File: src/design/csx_pkg.sv
// Purpose: Shared constants and types for the core status and exception unit
// Assumes: 32-bit data path, standard status word layout
// Notes: All field positions, encodings and vectors live here
package csx_pkg;
    // ****************************************
    // Status word layout
    // ****************************************
    localparam int unsigned CSX_BIT_N = 31;
    localparam int unsigned CSX_BIT_Z = 30;
    localparam int unsigned CSX_BIT_C = 29;
    localparam int unsigned CSX_BIT_V = 28;
    localparam int unsigned CSX_BIT_Q = 27;
    localparam int unsigned CSX_BIT_J = 24;
    localparam int unsigned CSX_BIT_I = 7;
    localparam int unsigned CSX_BIT_F = 6;
    localparam int unsigned CSX_BIT_T = 5;
    localparam int unsigned CSX_MODE_HI = 4;
    localparam int unsigned CSX_NUM_SAVED = 5;

    // ****************************************
    // Mode encodings
    // ****************************************
    localparam logic [4:0] CSX_MODE_USR = 5'h10;
    localparam logic [4:0] CSX_MODE_FIQ = 5'h11;
    localparam logic [4:0] CSX_MODE_IRQ = 5'h12;
    localparam logic [4:0] CSX_MODE_SVC = 5'h13;
    localparam logic [4:0] CSX_MODE_ABT = 5'h17;
    localparam logic [4:0] CSX_MODE_UND = 5'h1b;
    localparam logic [4:0] CSX_MODE_SYS = 5'h1f;

    // Saved-word bank indices
    localparam logic [2:0] CSX_BANK_SVC = 3'h0;
    localparam logic [2:0] CSX_BANK_ABT = 3'h1;
    localparam logic [2:0] CSX_BANK_UND = 3'h2;
    localparam logic [2:0] CSX_BANK_IRQ = 3'h3;
    localparam logic [2:0] CSX_BANK_FIQ = 3'h4;
    localparam logic [2:0] CSX_BANK_NONE = 3'h7;

    // ****************************************
    // Vectors and reset values
    // ****************************************
    localparam logic [31:0] CSX_VEC_RST = 32'h0000_0000;
    localparam logic [31:0] CSX_VEC_UND = 32'h0000_0004;
    localparam logic [31:0] CSX_VEC_SWT = 32'h0000_0008;
    localparam logic [31:0] CSX_VEC_PAB = 32'h0000_000c;
    localparam logic [31:0] CSX_VEC_DAB = 32'h0000_0010;
    localparam logic [31:0] CSX_VEC_IRQ = 32'h0000_0018;
    localparam logic [31:0] CSX_VEC_FIQ = 32'h0000_001c;
    localparam logic [31:0] CSX_STATUS_RESET = 32'h0000_00d3;
    localparam logic [31:0] CSX_ZERO = 32'h0000_0000;

    // Return offsets added to the current pc
    localparam logic [31:0] CSX_OFS_2 = 32'h0000_0002;
    localparam logic [31:0] CSX_OFS_4 = 32'h0000_0004;
    localparam logic [31:0] CSX_OFS_8 = 32'h0000_0008;

    // Condition field
    localparam int unsigned CSX_COND_HI = 31;
    localparam int unsigned CSX_COND_LO = 28;

    typedef enum logic [6:0] {
        CSX_EXC_NONE = 7'b000_0000,
        CSX_EXC_RST  = 7'b000_0001,
        CSX_EXC_DAB  = 7'b000_0010,
        CSX_EXC_FIQ  = 7'b000_0100,
        CSX_EXC_IRQ  = 7'b000_1000,
        CSX_EXC_PAB  = 7'b001_0000,
        CSX_EXC_UND  = 7'b010_0000,
        CSX_EXC_SWT  = 7'b100_0000
    } csx_exc_t;
endpackage : csx_pkg

File: src/design/csx_cond_if.sv
// Purpose: Carrier between the unit and its condition checker
// Assumes: Single clock domain
// Notes: Combinational request and answer
`timescale 1ns/1ps
interface csx_cond_if;
    logic [3:0] cond;
    logic [3:0] flags;
    logic pass;
    modport unit (output cond, output flags, input pass);
    modport check (input cond, input flags, output pass);
endinterface : csx_cond_if

File: src/design/csx_cond_check.sv
// Purpose: Evaluates the 4-bit condition field against the ALU flags
// Assumes: flags ordered N Z C V, msb first
// Notes: The sticky saturation flag is not an input here
`timescale 1ns/1ps
module csx_cond_check (
    csx_cond_if.check cif
);
    import csx_pkg::*;
    logic n;
    logic z;
    logic c;
    logic v;
    always_comb begin
        n = cif.flags[3];
        z = cif.flags[2];
        c = cif.flags[1];
        v = cif.flags[0];
        // Only N Z C V reach this table
        case (cif.cond)
            4'h0: cif.pass = z;
            4'h1: cif.pass = ~z;
            4'h2: cif.pass = c;
            4'h3: cif.pass = ~c;
            4'h4: cif.pass = n;
            4'h5: cif.pass = ~n;
            4'h6: cif.pass = v;
            4'h7: cif.pass = ~v;
            4'h8: cif.pass = c & ~z;
            4'h9: cif.pass = ~c | z;
            4'ha: cif.pass = (n == v);
            4'hb: cif.pass = (n != v);
            4'hc: cif.pass = ~z & (n == v);
            4'hd: cif.pass = z | (n != v);
            4'he: cif.pass = 1'b1;
            default: cif.pass = 1'b0;
        endcase
    end
endmodule : csx_cond_check

File: src/design/csx_unit.sv
// Purpose: Status word and exception entry/return logic of the core
// Assumes: Pipeline supplies execute-stage info on the same clock
// Notes: Banked r8-r14 are stored here and read by index
`timescale 1ns/1ps
module csx_unit (
    input wire logic clock,
    input wire logic nrst,
    input wire logic fast_irq_req,
    input wire logic irq_req,
    input wire logic data_abort,
    input wire logic ex_valid,
    input wire logic [31:0] ex_instr,
    input wire logic [31:0] ex_pc,
    input wire logic ex_prefetch_abort,
    input wire logic ex_breakpoint_instruction,
    input wire logic ex_undefined,
    input wire logic ex_software_trap,
    input wire logic alu_flags_we,
    input wire logic [3:0] alu_flags,
    input wire logic saturation_set,
    input wire logic write_status_instruction,
    input wire logic write_status_saved,
    input wire logic [3:0] write_status_mask,
    input wire logic [31:0] write_status_data,
    input wire logic exc_return,
    input wire logic [31:0] return_offset,
    input wire logic bank_we,
    input wire logic [3:0] bank_widx,
    input wire logic [31:0] bank_wdata,
    input wire logic [3:0] bank_ridx,
    output logic [31:0] bank_rdata,
    output logic [31:0] current_status_word,
    output logic [31:0] saved_status_word,
    output logic ex_execute,
    output logic redirect,
    output logic [31:0] redirect_pc,
    output logic [6:0] exc_taken
);
    import csx_pkg::*;

    // ****************************************
    // Pin synchronisers
    // ****************************************
    logic [2:0] sync_a;
    logic [2:0] sync_b;
    logic fiq_s;
    logic irq_s;
    logic dab_s;
    always_ff @(posedge clock or negedge nrst) begin
        if (!nrst) begin
            sync_a <= 3'h0;
            sync_b <= 3'h0;
        end else begin
            sync_a <= {fast_irq_req, irq_req, data_abort};
            sync_b <= sync_a;
        end
    end
    assign fiq_s = sync_b[2];
    assign irq_s = sync_b[1];
    assign dab_s = sync_b[0];

    // ****************************************
    // Condition check
    // ****************************************
    csx_cond_if cif ();
    csx_cond_check u_cond (
        .cif(cif)
    );
    logic [31:0] cur;
    logic [31:0] saved [CSX_NUM_SAVED];
    logic pending_fiq;
    assign cif.cond = ex_instr[CSX_COND_HI:CSX_COND_LO];
    assign cif.flags = cur[CSX_BIT_N:CSX_BIT_V];
    // Compact and bytecode streams carry no condition field
    logic cond_ok;
    assign cond_ok = cur[CSX_BIT_T] | cur[CSX_BIT_J] | cif.pass;

    // ****************************************
    // Priority selection
    // ****************************************
    csx_exc_t next_exc;
    logic fiq_live;
    logic irq_live;
    assign fiq_live = (fiq_s | pending_fiq) & ~cur[CSX_BIT_F];
    assign irq_live = irq_s & ~cur[CSX_BIT_I];
    always_comb begin
        next_exc = CSX_EXC_NONE;
        // Aborted or breakpoint fetches only fire at execute
        if (dab_s) begin
            next_exc = CSX_EXC_DAB;
        end else if (fiq_live) begin
            next_exc = CSX_EXC_FIQ;
        end else if (irq_live) begin
            next_exc = CSX_EXC_IRQ;
        end else if (ex_valid && (ex_prefetch_abort || ex_breakpoint_instruction)) begin
            next_exc = CSX_EXC_PAB;
        end else if (ex_valid && cond_ok && ex_undefined) begin
            next_exc = CSX_EXC_UND;
        end else if (ex_valid && cond_ok && ex_software_trap) begin
            next_exc = CSX_EXC_SWT;
        end
    end

    // ****************************************
    // Entry decode
    // ****************************************
    logic [4:0] new_mode;
    logic [2:0] new_bank;
    logic [31:0] new_vec;
    logic [31:0] new_ofs;
    always_comb begin
        new_mode = cur[CSX_MODE_HI:0];
        new_bank = CSX_BANK_NONE;
        new_vec = CSX_VEC_RST;
        new_ofs = CSX_OFS_4;
        case (next_exc)
            CSX_EXC_DAB: begin
                new_mode = CSX_MODE_ABT;
                new_bank = CSX_BANK_ABT;
                new_vec = CSX_VEC_DAB;
                new_ofs = CSX_OFS_8;
            end
            CSX_EXC_FIQ: begin
                new_mode = CSX_MODE_FIQ;
                new_bank = CSX_BANK_FIQ;
                new_vec = CSX_VEC_FIQ;
            end
            CSX_EXC_IRQ: begin
                new_mode = CSX_MODE_IRQ;
                new_bank = CSX_BANK_IRQ;
                new_vec = CSX_VEC_IRQ;
            end
            CSX_EXC_PAB: begin
                new_mode = CSX_MODE_ABT;
                new_bank = CSX_BANK_ABT;
                new_vec = CSX_VEC_PAB;
            end
            CSX_EXC_UND: begin
                new_mode = CSX_MODE_UND;
                new_bank = CSX_BANK_UND;
                new_vec = CSX_VEC_UND;
                new_ofs = cur[CSX_BIT_T] ? CSX_OFS_2 : CSX_OFS_4;
            end
            CSX_EXC_SWT: begin
                new_mode = CSX_MODE_SVC;
                new_bank = CSX_BANK_SVC;
                new_vec = CSX_VEC_SWT;
                new_ofs = cur[CSX_BIT_T] ? CSX_OFS_2 : CSX_OFS_4;
            end
            default: new_bank = CSX_BANK_NONE;
        endcase
    end
    logic take;
    logic [31:0] link_value;
    assign take = (next_exc != CSX_EXC_NONE);
    assign link_value = ex_pc + new_ofs;

    // ****************************************
    // Current status word
    // ****************************************
    function automatic logic [31:0] merge(input logic [31:0] base);
        logic [31:0] r;
        r = base;
        for (int b = 0; b < 4; b++) begin
            if (write_status_mask[b]) r[b*8 +: 8] = write_status_data[b*8 +: 8];
        end
        return r;
    endfunction : merge
    logic [31:0] wr_word;
    always_comb wr_word = merge(cur);
    logic [2:0] cur_bank;
    always_comb begin
        case (cur[CSX_MODE_HI:0])
            CSX_MODE_SVC: cur_bank = CSX_BANK_SVC;
            CSX_MODE_ABT: cur_bank = CSX_BANK_ABT;
            CSX_MODE_UND: cur_bank = CSX_BANK_UND;
            CSX_MODE_IRQ: cur_bank = CSX_BANK_IRQ;
            CSX_MODE_FIQ: cur_bank = CSX_BANK_FIQ;
            default: cur_bank = CSX_BANK_NONE;
        endcase
    end
    logic status_wr;
    assign status_wr = write_status_instruction && !write_status_saved;

    always_ff @(posedge clock or negedge nrst) begin
        if (!nrst) begin
            cur <= CSX_STATUS_RESET;
        end else if (take) begin
            cur[CSX_MODE_HI:0] <= new_mode;
            cur[CSX_BIT_I] <= 1'b1;
            cur[CSX_BIT_F] <= cur[CSX_BIT_F] | (next_exc == CSX_EXC_FIQ);
            cur[CSX_BIT_T] <= 1'b0;
            cur[CSX_BIT_J] <= 1'b0;
        end else if (exc_return && cur_bank != CSX_BANK_NONE) begin
            cur <= saved[cur_bank];
        end else if (status_wr) begin
            cur <= wr_word;
            // Event in the write cycle must not be lost
            if (saturation_set) cur[CSX_BIT_Q] <= 1'b1;
        end else begin
            if (alu_flags_we) cur[CSX_BIT_N:CSX_BIT_V] <= alu_flags;
            if (saturation_set) cur[CSX_BIT_Q] <= 1'b1;
        end
    end

    // ****************************************
    // Saved status words and fast chaining
    // ****************************************
    logic [31:0] saved_cur;
    logic [31:0] saved_wr;
    assign saved_cur = (cur_bank != CSX_BANK_NONE) ? saved[cur_bank] : CSX_ZERO;
    always_comb saved_wr = merge(saved_cur);
    genvar gi;
    generate
        for (gi = 0; gi < CSX_NUM_SAVED; gi++) begin : g_saved
            always_ff @(posedge clock or negedge nrst) begin
                if (!nrst) begin
                    saved[gi] <= CSX_ZERO;
                end else if (take && new_bank == 3'(gi)) begin
                    saved[gi] <= cur;
                end else if (write_status_instruction && write_status_saved
                             && cur_bank == 3'(gi)) begin
                    saved[gi] <= saved_wr;
                end
            end
        end
    endgenerate

    // Fast request seen with an abort is replayed next cycle
    always_ff @(posedge clock or negedge nrst) begin
        if (!nrst) begin
            pending_fiq <= 1'b0;
        end else begin
            pending_fiq <= (next_exc == CSX_EXC_DAB) && fiq_s && !cur[CSX_BIT_F];
        end
    end

    // ****************************************
    // Banked registers r8..r14
    // ****************************************
    // Index 0..6 is r8..r14; fast mode banks all, others r13/r14
    logic [31:0] usr_reg [7];
    logic [31:0] fiq_reg [7];
    logic [31:0] sp_bank [4];
    logic [31:0] lr_bank [4];
    logic in_fiq;
    assign in_fiq = (cur[CSX_MODE_HI:0] == CSX_MODE_FIQ);
    generate
        for (gi = 0; gi < 7; gi++) begin : g_r8
            always_ff @(posedge clock or negedge nrst) begin
                if (!nrst) begin
                    usr_reg[gi] <= CSX_ZERO;
                    fiq_reg[gi] <= CSX_ZERO;
                end else if (take && new_bank == CSX_BANK_FIQ && gi == 6) begin
                    fiq_reg[gi] <= link_value;
                end else if (bank_we && bank_widx == 4'(gi + 8)) begin
                    if (in_fiq) fiq_reg[gi] <= bank_wdata;
                    else if (gi < 5 || cur_bank == CSX_BANK_NONE) usr_reg[gi] <= bank_wdata;
                end
            end
        end
        for (gi = 0; gi < 4; gi++) begin : g_sp
            always_ff @(posedge clock or negedge nrst) begin
                if (!nrst) begin
                    sp_bank[gi] <= CSX_ZERO;
                    lr_bank[gi] <= CSX_ZERO;
                end else if (take && new_bank == 3'(gi)) begin
                    lr_bank[gi] <= link_value;
                end else if (bank_we && cur_bank == 3'(gi)) begin
                    if (bank_widx == 4'hd) sp_bank[gi] <= bank_wdata;
                    if (bank_widx == 4'he) lr_bank[gi] <= bank_wdata;
                end
            end
        end
    endgenerate
    logic [31:0] next_rdata;
    logic [2:0] ri;
    always_comb begin
        ri = 3'(bank_ridx - 4'h8);
        next_rdata = CSX_ZERO;
        if (bank_ridx >= 4'h8 && bank_ridx <= 4'he) begin
            if (in_fiq) next_rdata = fiq_reg[ri];
            else if (cur_bank != CSX_BANK_NONE && bank_ridx == 4'hd)
                next_rdata = sp_bank[cur_bank[1:0]];
            else if (cur_bank != CSX_BANK_NONE && bank_ridx == 4'he)
                next_rdata = lr_bank[cur_bank[1:0]];
            else next_rdata = usr_reg[ri];
        end
    end

    logic [31:0] ret_link;
    assign ret_link = in_fiq ? fiq_reg[6]
        : (cur_bank != CSX_BANK_NONE) ? lr_bank[cur_bank[1:0]] : CSX_ZERO;

    // ****************************************
    // Registered outputs
    // ****************************************
    always_ff @(posedge clock or negedge nrst) begin
        if (!nrst) begin
            bank_rdata <= CSX_ZERO;
            current_status_word <= CSX_STATUS_RESET;
            saved_status_word <= CSX_ZERO;
            ex_execute <= 1'b0;
            redirect <= 1'b1;
            redirect_pc <= CSX_VEC_RST;
            exc_taken <= CSX_EXC_RST;
        end else begin
            bank_rdata <= next_rdata;
            current_status_word <= cur;
            saved_status_word <= saved_cur;
            ex_execute <= ex_valid && cond_ok && !take;
            redirect <= take || exc_return;
            redirect_pc <= take ? new_vec : ret_link - return_offset;
            exc_taken <= next_exc;
        end
    end
endmodule : csx_unit

File: config.mk
export PLATFORM = sky130hd
export DESIGN_NAME = csx_unit
export DESIGN_NICKNAME = d
export VERILOG_FILES = /design/src/design/csx_pkg.sv /design/src/design/csx_cond_if.sv /design/src/design/csx_cond_check.sv /design/src/design/csx_unit.sv
export SDC_FILE = /design/constraint.sdc
export NUM_CORES = 2
export LEC_CHECK = 0
export BUFFER_PORTS_ARGS = -buffer_cell sky130_fd_sc_hd__buf_4
export CAP_MARGIN = 20
export CORE_AREA = 2 2 293 295
export CTS_BUF_LIST = sky130_fd_sc_hd__clkbuf_4
export DETAILED_ROUTE_END_ITERATION = 16
export DIE_AREA = 0 0 295 297
export GPL_TIMING_DRIVEN = 1
export HOLD_SLACK_MARGIN = 0.03
export PLACE_DENSITY = 0.79
export SLEW_MARGIN = 10
export SYNTH_ARGS = -nofsm -noshare
export SYNTH_HDL_FRONTEND = slang
export SYNTH_SLANG_ARGS = --single-unit
File: constraint.sdc
create_clock -name clock -period 6.2 [get_ports clock]
set_input_delay 1.86 -clock clock [delete_from_list [all_inputs] [get_ports clock]]
set_output_delay 1.86 -clock clock [all_outputs]
set_load 0.02 [all_outputs]
# Word level (Yosys, flattened, before mapping)
# Index checks and enable logic that the tools add are counted.
[op_classes]
addsub = 3
mul = 0
n_div = 0
n_lt_le_gt_ge = 5
n_eq_ne = 48
shift = 0
mux = 74
bitwise_logic = 26
reduce_logical = 100
[ops]
columns = ["op", "n"]
rows = [
  ["$mux W32", 41],
  ["$bmux W32 S3", 3],
  ["$bmux W32 S2", 2],
  ["$mux W8", 9],
  ["$eq A4 B4 Y1 const B", 16],
  ["$mux W7", 6],
  ["$reduce_bool A2 Y1", 19],
  ["$reduce_and A2 Y1", 18],
  ["$logic_and A1 B1 Y1", 34],
  ["$reduce_and A3 Y1", 11],
  ["$add A32 B32 Y32", 1],
  ["$sub A32 B32 Y32", 1],
  ["$pmux W3 S5", 2],
  ["$pmux W5 S6", 1],
  ["$mux W27", 1],
  ["$eq A5 B5 Y1 const B", 5],
  ["$pmux W5 S5", 1],
  ["$reduce_bool A3 Y1", 6],
  ["$eq A4 B3 Y1 const B", 4],
  ["$pmux W1 S15", 1],
  ["$not A1 Y1", 13],
  ["$eq A3 B2 Y1 const B", 4],
  ["$ge A4 B4 Y1 const B", 3],
  ["$eq A3 B3 Y1 const B", 3],
  ["33 further kinds", 51],
]
[totals]
ff_bits = 1040
latch_bits = 0
ram_bits = 0
rom_bits = 0
inputBits = 192
output_inout_bits = 137
elab_cells = 301
mem_count = 0

# Logic depth before layout (Yosys ltp)
[logic_depth]
depth_word = 19
mapped_depth = 19
ltp_nobuf = 18

# By module
# Synthesis repeated with hierarchy kept, for this count alone.
[hier_totals]
cells_unflattened = 4498
area_unflattened_um2 = 50186.9
[modules_own_cells]
columns = ["mod", "instances", "cells_per_inst", "area_per_inst_um2", "seq_area_each_um2"]
rows = [
  ["csx_unit", 1, 4470, 49992.9, 26040.0],
  ["csx_cond_check", 1, 28, 193.9, 0.0],
]

# Worst setup path after synthesis
# No wires, ideal clock.
[synth_timing]
path_kind = "input-to-reg"
from = "input port ex_instr[28]"
to = "register lr_bank[63] (netlist bit)"
setup_ns = 0.136
arrival_time_ns = 5.170
required_time_ns = 6.064
slack_ns = 0.894
stages = 19
n_path_buf = 1
path_cell_list = "buf_2 > and3b_1 > a21oi_1 > or3_1 > o2111ai_1 > o211ai_1 > nor2_1 > and2_1 > ha_1 > inv_1 > fa_1 > inv_1 > a21oi_1 > nor3b_1 > nor2b_1 > and4_1 > nand3_1 > xor2_1 > o21ai_0"
[synth_via]
elab_chain_len = 18
word_cells_on_any_way = 44
cone_classes = "1 x add/sub; 21 x eq/ne; 10 x mux; 1 x bitwise; 11 x reduce/logical"
[synth_lines]
columns = ["element", "line", "source"]
rows = [
  ["start, declared", "csx_unit.sv:12", "input wire logic [31:0] ex_instr,"],
  ["$eq A4 B4 Y1 (tied with other cells)", "csx_cond_check.sv:19", "case (cif.cond)"],
  ["$pmux W1 S15 (*)", "csx_cond_check.sv:19", ""],
  ["$or A1 B1 Y1 (*)", "csx_unit.sv:76", "assign cond_ok = cur[CSX_BIT_T] | cur[CSX_BIT_J] | cif.pass;"],
  ["$logic_and A1 B1 Y1 (*)", "csx_unit.sv:97, csx_unit.sv:99", ""],
  ["$logic_and A1 B1 Y1", "csx_unit.sv:99", "end else if (ex_valid && cond_ok && ex_software_trap) begin"],
  ["$mux W7", "csx_unit.sv:99", ""],
  ["$mux W7 (*)", "csx_unit.sv:97", "end else if (ex_valid && cond_ok && ex_undefined) begin"],
  ["$mux W7 (*)", "csx_unit.sv:95", "end else if (ex_valid && (ex_prefetch_abort || ex_breakpoint_instruction)) begin"],
  ["$mux W7 (*)", "csx_unit.sv:93", "end else if (irq_live) begin"],
  ["$mux W7 (*)", "csx_unit.sv:91", "end else if (fiq_live) begin"],
  ["$mux W7 (*)", "csx_unit.sv:89", "if (dab_s) begin"],
  ["parallel branches: the longest is 7 deep, another holds $add A32 B32 Y32", "--", ""],
  ["end signal, assigned by index", "csx_unit.sv:268", "lr_bank[gi] <= link_value;"],
  ["end signal, assigned by index", "csx_unit.sv:271", "if (bank_widx == 4'he) lr_bank[gi] <= bank_wdata;"],
  ["end, declared", "csx_unit.sv:245", "logic [31:0] lr_bank [4];"],
]
# Mark *: on every way between the ends.
# A chain may end at the register's enable or synchronous reset.

# Worst setup path after layout
[layout_timing]
from = "register cur[0]"
to = "register redirect_pc[30]"
[layout_via]
elab_chain_len = 10
word_cells_on_any_way = 15
cone_classes = "1 x add/sub; 6 x eq/ne; 7 x mux; 1 x bitwise"
[layout_lines]
columns = ["element", "line", "source"]
rows = [
  ["start, declared", "csx_unit.sv:69", "logic [31:0] cur;"],
  ["start signal, assigned by index", "csx_unit.sv:189", "cur[CSX_MODE_HI:0] <= new_mode;"],
  ["start signal, assigned by index", "csx_unit.sv:191", "cur[CSX_BIT_F] <= cur[CSX_BIT_F] | (next_exc == CSX_EXC_FIQ);"],
  ["start signal, assigned", "csx_unit.sv:195", "cur <= saved[cur_bank];"],
  ["$eq A5 B5 Y1, on equally long branches", "csx_unit.sv:173, csx_unit.sv:247", ""],
  ["$pmux W3 S5", "csx_unit.sv:173", "case (cur[CSX_MODE_HI:0])"],
  ["$not A2 Y3 (implied by the code)", "csx_unit.sv:293", ": (cur_bank != CSX_BANK_NONE) ? lr_bank[cur_bank[1:0]] : CSX_ZERO;"],
  ["$bmux W32 S2", "csx_unit.sv:293", ""],
  ["$mux W32 (implied by the code) (2 in a row)", "csx_unit.sv:293", ""],
  ["$mux W32", "csx_unit.sv:293", ""],
  ["$mux W32 (*)", "csx_unit.sv:292", "assign ret_link = in_fiq ? fiq_reg[6]"],
  ["$sub A32 B32 Y32 (*)", "csx_unit.sv:313", "redirect_pc <= take ? new_vec : ret_link - return_offset;"],
  ["$mux W32 (*)", "csx_unit.sv:313", ""],
  ["end signal, assigned", "csx_unit.sv:313", ""],
  ["end, declared", "csx_unit.sv:36", "output logic [31:0] redirect_pc,"],
]
# Mark *: on every way between the ends. The rest lies on a longest branch, timed or not. The select of a mux whose other input is x is not followed.

==> results.json <==
{
  "switching_share": 0.354,
  "critPathSlowestCell": "or3b_4",
  "max_freq_mhz": 179,
  "powerDensity_mw_per_mm2": 419,
  "grt_pass1_vias": 38600,
  "clk_pin_slew_worst_paths_ps": 70,
  "crit_path_frequent_cell": "a31oi_1",
  "yosysTopAreaCell": "dfrtp_1",
  "drtAntennaViolNets": 0,
  "nets": 4937,
  "relSlewSlack": 0.178,
  "p_leak_uw": 0.0256,
  "area_growth_pct": 13.4,
  "drt_iter0_drc": 4158,
  "start_kind": "register",
  "drv_cap": 0,
  "multiInputGateArea_sq_mm": 0.0227,
  "syn_inst": 4399,
  "clk_latency_ps": 1180,
  "core_area_sq_mm": 0.0845,
  "grtUsageTotal": 0.340,
  "status": "finished, final reports clean",
  "dr.pass1.iters": 8,
  "synth.most_common_cell": "dfrtp_1",
  "via_per_inst": 6.37,
  "dp_hpwl_mm": 92.6,
  "cp_max_fo": 55,
  "wire_per_inst_um": 24.7,
  "fin_tns_setup_ps": 0,
  "cp.arrival_ps": 6660,
  "cts_buffers": 291,
  "synth.area.top_cells": "dfrtp_1 51%, mux2_2 13%, mux2i_1 6.2%",
  "pwr-share-seq": 0.426,
  "register_area_sq_mm": 0.0260,
  "cts_tree": "yes",
  "cts_resized": 0,
  "hold_path_depth": 0,
  "pin_count": 329,
  "yosysUniqueCellTypes": 80,
  "comb_power_share": 0.319,
  "antenna_found_initial": 16,
  "clock_power_share": 0.255,
  "internal-power_uw": 15400,
  "die_area_sq_mm": 0.0876,
  "tightestPinTransition_ps": 1220,
  "fin_crit_sh": 0.903,
  "row_count": 107,
  "grt_pass1_wl_mm": 228,
  "reg2reg_depth": 15,
  "synth_fp_nets": 4627,
  "synthArstFlopShare": 1.00,
  "fin_crit_ps": 5600,
  "grt_max_degree": 134,
  "synth_edf_count": 0,
  "clockBufferDepth": 4,
  "grt_overflow": 0,
  "clkSinkCount": 1040,
  "rsz0062_at_grt": "no",
  "io_buffers": 300,
  "path_class": "register to register",
  "fillCellCount": 6094,
  "skew_ps": 110,
  "end_kind": "register",
  "fin_hold_ws_ps": 353,
  "start_util": 0.595,
  "syn_area_per_cell_sq_um": 11.4,
  "syn_area_sq_mm": 0.0503,
  "holdBufCountCts": 0,
  "ys.flop_type": "dfrtp_1",
  "vias": 38400,
  "synthTopCellsByCount": "1028 x dfrtp_1, 581 x mux2_2, 550 x nand2_1",
  "worstPathRequired_ps": 7260,
  "place_congestion": 0.938,
  "wirelength_mm": 149,
  "ys_ff_latch": 1040,
  "synth.top_cell.area_share": 0.511,
  "die_w_um": 295,
  "yosys_warnings": 0,
  "drive_above_1_share": 0.325,
  "path_cells": "nand3_1, or3b_4, o22a_1, o221ai_1, o21ai_0, inv_1, fa_1, nor2b_1, o2111ai_1, a31oi_1, a31oi_1, o21ai_1, a2111oi_0, or3_1, a21oi_1",
  "htreeDepth": 5,
  "hold_violations": 0,
  "hold_class": "register to register",
  "switching_power_uw": 8450,
  "die_h_um": 297,
  "postCtsSetupBuffers": 0,
  "cts-root-buf": "clkbuf_4",
  "drc": 0,
  "slew_viol_final": 0,
  "setup_viol": 0,
  "ys_seq_area_frac": 0.518,
  "cpPeakStageDelay_ps": 890,
  "ir_worst_vdd_mv": 0.253
}
[routing by layer]
metal	GRT usage	vias up	routed length [um]
met5	0	-	125
met4	0.155	18	6120
met3	0.0976	452	16700
met2	0.512	2224	67800
met1	0.459	19200	58300
li1	-	16600	-
[critical path: cells and delay by family, from the launching register on]
family          cells  cell delay, ps
fa+ha+maj           1             420
flops               1             440
compound gates      9            2740
buf+inv             1             140
simple gates        4            1720
[stage by stage]
stage	cells	area [sq um]	setup slack, ps	util	total power [uW]
4_1_cts	6019	57000	802	0.675	23800
5_1_grt	6025	57000	293	0.675	25100
3_3_place_gp	5559	53600	341	0.634	17300
6_report	6029	57100	603	0.675	23900
2_1_floorplan	4399	50300	894	-	14900
3_5_place_dp	5559	53600	184	0.634	17700
[cell families after synthesis]
| family | count (synthesis) | share of synthesized area |
|---|---|---|
| other | 1 | 0.0000745 |
| AO/OA/AOI/OAI | 929 | 0.117 |
| XOR/XNOR | 51 | 0.00925 |
| adder cells (fa/ha/maj) | 38 | 0.00965 |
| buffers and inverters | 431 | 0.0366 |
| flip-flops | 1040 | 0.518 |
| multiplexers | 994 | 0.231 |
| AND/OR/NAND/NOR | 915 | 0.0786 |
[power groups by stage]
stage	sequential (uW)	clock, uW	combinational, uW
global placement	10100	0	7230
global route	10400	6550	8210
floorplan	10100	0	4720
CTS	10100	6170	7490
detailed placement	10200	0	7470
finish	10200	6090	7630
[final timing paths]
kind,start,endpoint,slack [ps]
max in group asynchronous,nrst,usr_reg[112]$_DFFE_PN0P_,4150
hold reg to reg,sync_a[1]$_DFF_PN0_,sync_b[1]$_DFF_PN0_,350
min in group asynchronous,nrst,current_status_word[19]$_DFF_PN0_,740
hold / removal,sync_a[1]$_DFF_PN0_,sync_b[1]$_DFF_PN0_,350
setup reg to reg,cur[0]$_DFFE_PN1P_,redirect_pc[30]$_DFF_PN0_,600
setup / recovery,cur[0]$_DFFE_PN1P_,redirect_pc[30]$_DFF_PN0_,600
[cell usage in the layout, fill, tap and decap left out, types with 30 or more instances in the layout]
cell / instances
a211oi_1: 89
a21boi_0: 34
a21oi_1: 81
a222oi_1: 32
buf_4: 380
clkbuf_4: 427
dfrtp_1: 1028
ha_1: 34
inv_1: 44
mux2_2: 581
mux2_4: 30
mux2i_1: 310
mux4_2: 64
nand2_1: 550
nor2_1: 154
nor2b_1: 34
nor4_1: 31
o211ai_1: 102
o21ai_0: 362
o21ai_1: 43
o221ai_1: 32
o22a_1: 32
o22ai_1: 37
[layout make-up]
class	instances	area share
clock buffers	427	0.0562
multi-input cells	2928	0.397
flip-flops and latches	1040	0.456
repair buffers	402	0.0575
clock inverters	33	0.00408
diodes	9	0.000395
well taps	1144	0.0251
inverters	46	0.00303
Note: power is estimated with default switching activity, not from simulation.
